## src/design/bay_state_defs.vh

```
/*
  Constants for the bay state controller: register offsets, field positions,
  state request codes, reset values and LED flash timing.
  Assumes a byte-wide register port and a 250 MHz core clock.
*/
`ifndef BAY_STATE_DEFS_VH
`define BAY_STATE_DEFS_VH

// Register offsets
`define ADDR_BAY_CONTROL 2'h0
`define ADDR_BAY_STATUS 2'h1

// Bay control register fields
`define CTL_STREQ_LSB 0
`define CTL_STREQ_MSB 2
`define CTL_STSCHG_EN 3
`define CTL_REMOVAL_REQUEST_ENABLE 4
`define CTL_REMWAKE 5
`define CTL_PWR_EN 6
`define CTL_LOCK 7
`define CTL_RESET 8'h00

// Bay status register fields
`define STS_SERIAL_PRS 0
`define STS_USB_PRS 1
`define STS_REMOVAL_REQUEST_BUTTON_IN 2
`define STS_STSCHG 3
`define STS_STATE_LSB 4
`define STS_STATE_MSB 6

// Bay state codes (state field and state request field)
`define CODE_EMPTY 3'h0
`define CODE_INSERTED 3'h1
`define CODE_ENABLED 3'h2
`define CODE_REM_REQ 3'h3
`define CODE_REM_ALLOWED 3'h4

// LED flash timing: 1 Hz, half period on, half off
`define CLK_PERIOD_NS 4
`define FLASH_PERIOD_NS 1000000000
`define FLASH_HALF_CYCLES (`FLASH_PERIOD_NS / `CLK_PERIOD_NS / 2)

`endif

```

## src/design/bay_state_ctrl.v

```verilog
/*
  Single bay state controller: bay state machine, bay control and status
  registers on a plain register port, presence and button synchronisers,
  power, lock, LED and alert outputs.
  Assumes presence and button pins are asynchronous and active low, and that
  the register master keeps to one-cycle strobes.
  One instance serves one bay; a dual-bay controller uses two.
  No insertion time-out: an enabled insertion acts as soon as it is seen.
  Status flags clear by writing one; a hardware set in the same cycle wins.
  FLASH_HALF_CYCLES counts core clocks per half flash period and may be
  shortened for simulation.
*/
// What this block does
// - button with device present sets request status
// - enabled request outside Empty enters Removal Requested, flashes, alerts
// - software code 011 enters Removal Requested
// - Removal Requested entered only with device present
// - Removal Requested flashes amber at 1Hz
// - Removal Allowed reached only by software write
// - software code 100 enters Removal Allowed if present
// - power and lock stay operable in Removal Allowed
// - from Removal Allowed software reaches any state but Empty
// - Removal Allowed still raises removal request events
// - no removal event from Removal Allowed when wake bit clear
// - wake and change enable set give event, alert
// - removal from Removal Allowed always goes Empty
// - Removal Allowed turns both LEDs off
// - reset to Empty, change enable cleared
// - Enabled to Removal Requested on enabled press
// - presence loss moves Inserted/Requested to Empty
// - state field at bits 6:4, fixed encoding
// - removal from any state but Empty clears power enable and request field
`timescale 1ns/100ps
`include "bay_state_defs.vh"

module bay_state_ctrl
#(
   parameter [31:0] FLASH_HALF_CYCLES = `FLASH_HALF_CYCLES
)
(
   // Clock and reset
   input wire clock,
   input wire rst_n,
   // Register port
   input wire [1:0] regAddr,
   input wire [7:0] regWrData,
   input wire regWrite,
   input wire regRead,
   output reg [7:0] regRdData,
   // Bay pins
   input wire serialBusPresenceN,
   input wire usbSidePresenceN,
   input wire removalRequestButtonN,
   output wire bayPowerEnable,
   output wire solenoidLockControl,
   output reg greenLedDrive,
   output reg amberLedDrive,
   output wire alertOutN
);

   localparam [4:0] ST_EMPTY = 5'h01;
   localparam [4:0] ST_INSERTED = 5'h02;
   localparam [4:0] ST_ENABLED = 5'h04;
   localparam [4:0] ST_REM_REQ = 5'h08;
   localparam [4:0] ST_REM_ALLOWED = 5'h10;

   // One-hot state to its 3-bit code
   function [2:0] stateCode;
      input [4:0] st;
      begin
         case (st)
            ST_INSERTED: stateCode = `CODE_INSERTED;
            ST_ENABLED: stateCode = `CODE_ENABLED;
            ST_REM_REQ: stateCode = `CODE_REM_REQ;
            ST_REM_ALLOWED: stateCode = `CODE_REM_ALLOWED;
            default: stateCode = `CODE_EMPTY;
         endcase
      end
   endfunction

   reg [1:0] serialSync_r;
   reg [1:0] usbSync_r;
   reg [1:0] buttonSync_r;
   reg buttonPrev_r;
   reg occupiedPrev_r;
   reg [4:0] state_r;
   reg [4:0] state_nxt;
   reg [7:0] control_r;
   reg [7:0] control_nxt;
   reg remReqStatus_r;
   reg remReqStatus_nxt;
   reg stsChange_r;
   reg stsChange_nxt;
   reg [31:0] flashCnt_r;
   reg flashPhase_r;
   wire serialPresent;
   wire usbPresent;
   wire occupied;
   wire buttonPress;
   wire removal;
   wire insertion;
   wire ctlWrite;
   wire stsWrite;
   wire [2:0] reqCode;
   wire [7:0] statusValue;
   wire stateChange;
   wire pressAccepted;
   wire insertEvent;
   wire reqAlert;
   wire changeAlert;

   // Two-stage synchronisers for the pins
   always @(posedge clock or negedge rst_n)
   begin
      if (!rst_n)
      begin
         // Pins idle high: no false press or removal after reset
         serialSync_r <= 2'h3;
         usbSync_r <= 2'h3;
         buttonSync_r <= 2'h3;
         buttonPrev_r <= 1'b0;
         occupiedPrev_r <= 1'b0;
      end
      else
      begin
         serialSync_r <= {serialSync_r[0], serialBusPresenceN};
         usbSync_r <= {usbSync_r[0], usbSidePresenceN};
         buttonSync_r <= {buttonSync_r[0], removalRequestButtonN};
         buttonPrev_r <= ~buttonSync_r[1];
         occupiedPrev_r <= occupied;
      end
   end

   assign serialPresent = ~serialSync_r[1];
   assign usbPresent = ~usbSync_r[1];
   assign occupied = serialPresent | usbPresent;
   assign removal = occupiedPrev_r & ~occupied;
   assign insertion = ~occupiedPrev_r & occupied;
   assign buttonPress = ~buttonSync_r[1] & ~buttonPrev_r;
   // press counts only with a device present
   assign pressAccepted = buttonPress & occupied;
   // Hardware insertion only from Empty with change enable set
   assign insertEvent = insertion & (state_r == ST_EMPTY) & control_r[`CTL_STSCHG_EN];

   assign ctlWrite = regWrite & (regAddr == `ADDR_BAY_CONTROL);
   assign stsWrite = regWrite & (regAddr == `ADDR_BAY_STATUS);
   assign reqCode = regWrData[`CTL_STREQ_MSB:`CTL_STREQ_LSB];

   // Next state, control and sticky status
   always @*
   begin
      state_nxt = state_r;
      control_nxt = control_r;
      remReqStatus_nxt = remReqStatus_r;
      stsChange_nxt = stsChange_r;
      // Status flags are write-one-to-clear; hardware sets below win
      if (stsWrite)
      begin
         if (regWrData[`STS_REMOVAL_REQUEST_BUTTON_IN])
            remReqStatus_nxt = 1'b0;
         if (regWrData[`STS_STSCHG])
            stsChange_nxt = 1'b0;
      end
      if (ctlWrite)
      begin
         control_nxt[7:3] = regWrData[7:3];
         control_nxt[`CTL_STREQ_MSB:`CTL_STREQ_LSB] = reqCode;
         if (occupied)
         begin
            case (reqCode)
               `CODE_INSERTED: state_nxt = ST_INSERTED;
               `CODE_ENABLED: state_nxt = ST_ENABLED;
               `CODE_REM_REQ: state_nxt = ST_REM_REQ;
               `CODE_REM_ALLOWED: state_nxt = ST_REM_ALLOWED;
               default: state_nxt = state_nxt;
            endcase
         end
      end
      if (pressAccepted)
      begin
         remReqStatus_nxt = 1'b1;
         if (control_nxt[`CTL_REMOVAL_REQUEST_ENABLE] & (state_r != ST_EMPTY))
            state_nxt = ST_REM_REQ;
      end
      // Enabled insertion raises a change event
      if (insertEvent)
      begin
         state_nxt = ST_INSERTED;
         stsChange_nxt = 1'b1;
      end
      // Removal last: it beats a same-cycle request or press
      if (removal & (state_r != ST_EMPTY))
      begin
         if (state_r == ST_REM_ALLOWED)
         begin
            // wake and enable give an event
            if (control_r[`CTL_REMWAKE] & control_r[`CTL_STSCHG_EN])
               stsChange_nxt = 1'b1;
         end
         else if (control_r[`CTL_STSCHG_EN])
            stsChange_nxt = 1'b1;
         state_nxt = ST_EMPTY;
         control_nxt[`CTL_PWR_EN] = 1'b0;
         control_nxt[`CTL_STREQ_MSB:`CTL_STREQ_LSB] = `CODE_EMPTY;
      end
   end

   always @(posedge clock or negedge rst_n)
   begin
      if (!rst_n)
      begin
         state_r <= ST_EMPTY;
         control_r <= `CTL_RESET;
         remReqStatus_r <= 1'b0;
         stsChange_r <= 1'b0;
      end
      else
      begin
         state_r <= state_nxt;
         control_r <= control_nxt;
         remReqStatus_r <= remReqStatus_nxt;
         stsChange_r <= stsChange_nxt;
      end
   end

   assign stateChange = (state_nxt != state_r);

   // 1 Hz flash phase, restarted on a state change so that a new
   // flashing state opens with a full lit half period
   always @(posedge clock or negedge rst_n)
   begin
      if (!rst_n)
      begin
         flashCnt_r <= 32'h0000_0000;
         flashPhase_r <= 1'b0;
      end
      else if (stateChange)
      begin
         flashCnt_r <= 32'h0000_0000;
         flashPhase_r <= 1'b1;
      end
      else if (flashCnt_r >= FLASH_HALF_CYCLES - 32'h0000_0001)
      begin
         flashCnt_r <= 32'h0000_0000;
         flashPhase_r <= ~flashPhase_r;
      end
      else
         flashCnt_r <= flashCnt_r + 32'h0000_0001;
   end

   // LED drive per state
   always @(posedge clock or negedge rst_n)
   begin
      if (!rst_n)
      begin
         greenLedDrive <= 1'b0;
         amberLedDrive <= 1'b0;
      end
      else
      begin
         case (state_r)
            ST_INSERTED:
            begin
               greenLedDrive <= flashPhase_r;
               amberLedDrive <= 1'b0;
            end
            ST_ENABLED:
            begin
               greenLedDrive <= 1'b1;
               amberLedDrive <= 1'b0;
            end
            ST_REM_REQ:
            begin
               greenLedDrive <= 1'b0;
               amberLedDrive <= flashPhase_r;
            end
            ST_REM_ALLOWED:
            begin
               greenLedDrive <= 1'b0;
               amberLedDrive <= 1'b0;
            end
            // Empty: both LEDs off
            default:
            begin
               greenLedDrive <= 1'b0;
               amberLedDrive <= 1'b0;
            end
         endcase
      end
   end

   assign bayPowerEnable = control_r[`CTL_PWR_EN];
   assign solenoidLockControl = control_r[`CTL_LOCK];

   assign reqAlert = remReqStatus_r & control_r[`CTL_REMOVAL_REQUEST_ENABLE];
   assign changeAlert = stsChange_r & control_r[`CTL_STSCHG_EN];
   // A late enable still raises the alert for a pending flag
   assign alertOutN = ~(reqAlert | changeAlert);

   assign statusValue = {1'b0, stateCode(state_r), stsChange_r, remReqStatus_r,
                         usbPresent, serialPresent};

   // Read data in the cycle after the strobe only
   always @(posedge clock or negedge rst_n)
   begin
      if (!rst_n)
         regRdData <= 8'h00;
      else if (regRead)
      begin
         case (regAddr)
            `ADDR_BAY_CONTROL: regRdData <= control_r;
            `ADDR_BAY_STATUS: regRdData <= statusValue;
            default: regRdData <= 8'h00;
         endcase
      end
      // Zero outside the answer cycle
      else
         regRdData <= 8'h00;
   end

endmodule

```

## config.mk

```make
export PLATFORM = sky130hd
export DESIGN_NAME = bay_state_ctrl
export DESIGN_NICKNAME = d
export VERILOG_FILES = /design/src/design/bay_state_ctrl.v
export VERILOG_INCLUDE_DIRS = /design/src /design/src/design
export SDC_FILE = /design/constraint.sdc
export NUM_CORES = 1
export LEC_CHECK = 0
export CORE_UTILIZATION = 35
export DETAILED_ROUTE_END_ITERATION = 8
export DONT_BUFFER_PORTS = 1
export SYNTH_ARGS = -nofsm -noshare
export SYNTH_HDL_FRONTEND = slang
export SYNTH_SLANG_ARGS = --single-unit
```

## constraint.sdc

```tcl
create_clock -name clock -period 3.1 [get_ports clock]
set_input_delay 0.31 -clock clock [delete_from_list [all_inputs] [get_ports clock]]
set_output_delay 0.31 -clock clock [all_outputs]
set_load 0.05 [all_outputs]
```

==> reports/qor.log <==
[final_layout] area growth from synthesis to layout 11.3%
[die] die outline height 101 um
[status] run status finished, final reports clean
[yosys] area share of the leading cell type in the synthesized netlist 0.427
[detailed_routing] Detail Route Antenna Nets 0
[critical_path] critical path data required time 3.38 ns
[global_routing] maximum number of pins on one net before global-route repair 67
[detailed_routing] detailed-routing iteration count for the pre-antenna-repair pass 5
[min_path] class of the worst hold path input port to flip-flop
[sta] time the worst path needs with I/O delays and setup 2.88 ns
[pwr] portion of total power attributed to the clock network 0.303
[die] number of cell rows 35
[yosys] dominant synthesized flop cell dfrtp_1
[critical_path] Critical R2R Launch state_r[1]
[clock_tree] clock slew at the register clock pins of the worst setup and hold paths 0.07 ns
[clock_tree] Sinks on Clock Net 66
[critical_path] WP data arrival 3.16 ns
[final_layout] Post-Layout Cell Count 503
[yosys] post-synthesis instance area 3460 sq um
[critical_path] startpoint type of the worst setup path flip-flop
[pwr] Logic pwr share 0.231
[yosys] portion of netlist area occupied by mux cells 0.0202
[detailed_routing] 1st-iter DRT viols 139
[pwr] Max IR drop VDD 0.279 mV
[sta] worst-case headroom to the max-slew limit 0.571
[yosys] average instance area after synthesis 9.64 sq um
[yosys] most instantiated library cell after synthesis nand2_1
[yosys] Post-Syn Instances 359
[sta] ratio of final minimum period to clock period 0.930
[critical_path] end point of the critical path flashCnt_r[15]
[critical_path] worst setup path category flip-flop to flip-flop
[sta] final hold vios 0
[global_routing] gr ovfl total 0
[yosys] compound-cell area share of the yosys netlist 0.0842
[sta] setup-violating endpoint count in the final report 0
[yosys] area share of and/or/nand/nor cells after synthesis 0.299
[pwr] relative contribution of sequential cells to total power 0.466
[yosys] post-synthesis register bit count 66
[critical_path] Buf+Inv Stages, Crit Path 1
[sta] Clock Skews 0.0125 ns
[yosys] share of synthesized registers carrying an async set or reset 1.00
[clock_tree] CTS tree done
[global_routing] combined global-route utilization of all metal layers 0.155
[yosys] biggest area contributors in the synthesized netlist dfrtp_1 43%, nand2_1 7.0%, dfstp_2 5.3%
[placement] HPWL after detailed placement 5040 um
[pwr] total power 0.00227 W
[critical_path] Critical Path Slowest Stage Cell or4_2
[sta] setup total negative slack 0 ns
[clock_tree] maximum clock insertion buffer count 2
[pwr] internal power component 0.00150 W
[pwr] Pwr Density 591 nW/um^2
[critical_path] largest stage delay on the critical path 0.79 ns
[critical_path] worst reg2reg path endpoint flashCnt_r[15]
[critical_path] critical path endpoint category flip-flop
[sta] total count of max-transition violations in the final report 0
[yosys] Yosys warning count 0
[critical_path] Worst Reg2Reg Path Length in Cells 7
[clock_tree] number of CTS-inserted buffers 9
[pwr] leakage component of the power 1.64 nW
[critical_path] maximum fanout encountered on the critical timing path 11
[die] IO Count 30
[clock_tree] clock latency reported for the late side of the worst-skew pair 0.35 ns
[clock_tree] CTS root buffer clkbuf_8
[pwr] switching component of the power 0.000771 W
[detailed_routing] DRC violation count after routing 0
[detailed_routing] detail-routed net length per standard cell 14.2 um
[yosys] adder-cell share of the synthesized area 0.00362
[yosys] area leader, netlist dfrtp_1
[yosys] number of synthesized flops with an enable pin 0
[placement] port bufs 0
[yosys] main combinational cell family by area after synthesis simple AND/OR/NAND/NOR gates
[yosys] number of distinct library cells after synthesis 57
[detailed_routing] routed via count divided by cell count 5.01
[run] MaxCap Viol Count 0
[final_layout] number of fill cells 928
[final_layout] Antenna Cells 0
[detailed_routing] routed wire length 7140 um
[die] core area 9420 sq um
[global_routing] global-route wire length before repair 12200 um
[critical_path] launch point of the worst path state_r[1]
[placement] GP Congestion 0.887
[sta] worst-margin pin slew 0.635 ns
[critical_path] category of cells accounting for the largest share of critical-path delay simple AND/OR/NAND/NOR gates
[global_routing] via count of the first global-routing pass 2433
[critical_path] ordered list of cells on the worst path nor4_4 -> nand4_1 -> or3b_2 -> mux2i_1 -> or4_2 -> buf_4 -> nor2_4
[final_layout] fraction of final layout cells sized beyond drive strength 1 0.166
[critical_path] WP depth 7
[global_routing] antenna violations before repair 0
[detailed_routing] vias 2521
[yosys] xor/xnor cell area share of the yosys netlist 0.0683
[critical_path] flop2flop setup slack 0.22 ns
[placement] Post-Place Cells 481
[pwr] Sw Ratio 0.339
[yosys] sequential area share after synthesis 0.480
[die] die width 101 um
[sta] Fmax achieved 0.347 GHz
[die] Initial Util 0.368
[sta] setup repair after global routing missed its margin no
[yosys] most used standard cells in the synthesized netlist 65 x nand2_1, 59 x dfrtp_1, 25 x nor2_1, 15 x nand3_1, 14 x xor2_1
[final_layout] final net count 387
[clock_tree] level count of the clock H-tree 3
[die] full die area 10300 sq um
[registers in the layout (all words and copies together) (netlist names)]
register	cells
regRdData	8
state_r	5
amberLedDrive	1
greenLedDrive	1
control_r	8
occupiedPrev_r	1
remReqStatus_r	1
flashCnt_r	32
buttonPrev_r	1
stsChange_r	1
serialSync_r	2
usbSync_r	2
flashPhase_r	1
buttonSync_r	2
[what timing repair did]
action / CTS / global route
resized for setup: 0 / 0
hold buffers: 5 / 1
endpoints found under the hold margin: 69 / 1
setup buffers: 0 / 0
[metrics by stage]
stage | worst slack (ns) | util | area, sq um | hold slack, ns
floorplan | 0.725 | - | 3480 | 0.0144
global placement | 0.244 | 0.381 | 3590 | 0.0159
detailed placement | 0.217 | 0.381 | 3590 | 0.0161
CTS | 0.205 | 0.408 | 3840 | 0.00501
global route | 0.0278 | 0.409 | 3850 | 0.0441
finish | 0.218 | 0.409 | 3850 | 0.0698
[per-layer routing]
metal / part of all wire / routed length [um] / vias to the layer above / track usage
met3: 0.044 / 314 / 10 / 0.0476
met4: 0.011 / 82 / 0 / 0.0502
met5: 0 / 0 / - / 0
met1: 0.46 / 3250 / 1215 / 0.201
li1: - / - / 1240 / -
met2: 0.49 / 3490 / 56 / 0.246
[worst min-delay path by stage]
stage,endpoint,cells past startpoint,startpoint,slack [ns]
2_1_floorplan,amberLedDrive,0,rst_n,0.01
3_3_place_gp,flashCnt_r[8],0,rst_n,0.02
3_5_place_dp,flashCnt_r[7],0,rst_n,0.02
4_1_cts,regRdData[7],1,regAddr[0],0.005
5_1_grt,control_r[7],2,regWrData[7],0.04
6_report,control_r[3],2,regWrData[3],0.07
[layout by cell type, fill, tap and decap left out, drive strengths merged, types with 4 or more instances in the layout]
cell and count:
nand4 8, xnor2 13, nand2 65, conb 5, clkbuf 11, nor2 44
a21oi 12, and3 6, dfrtp 59, and4 4, nor2b 6, nor4 10
mux2i 7, nor3b 4, dfstp 7, nand3 15, nand2b 4, dlygate4sd3 5
xor2 14, inv 7, buf 11, nor3 11, o21ai 7
[logic make-up after synthesis]
group,count (synthesis)
and+or+nand+nor,189
DFF,66
AOI/OAI and AO/OA,40
buffers and inverters,28
xor gates and xnor gates,27
muxes,7
adders and majority gates,1
other,1
[worst reg2reg max path, delay by kind of cell, from the launching register on]
family / cells / cell delay [ns]
multiplexers: 1 / 0.05
flip-flops: 1 / 0.53
AND/OR/NAND/NOR: 5 / 1.95
buffers and inverters: 1 / 0.28
[final cells by class]
cell class / count / area, sq um / share of cell area
multi-input cells: 269 / 1660 / 0.432
inverters: 7 / 26.3 / 0.00682
clock buffers: 11 / 131 / 0.0341
repair buffers: 16 / 153 / 0.0396
flip-flops and latches: 66 / 1660 / 0.431
clock inverters: 5 / 55.1 / 0.0143
well taps: 129 / 161 / 0.0419
[power by group through the flow]
stage          Sequential, W  Clock (W)  Combinational [W]
6_report             0.00106   0.000690           0.000525
5_1_grt              0.00108   0.000756           0.000589
3_3_place_gp         0.00108          0           0.000499
4_1_cts              0.00106   0.000718           0.000532
3_5_place_dp         0.00108          0           0.000504
2_1_floorplan        0.00104          0           0.000490
No activity file was read; power rests on OpenSTA's default activity.
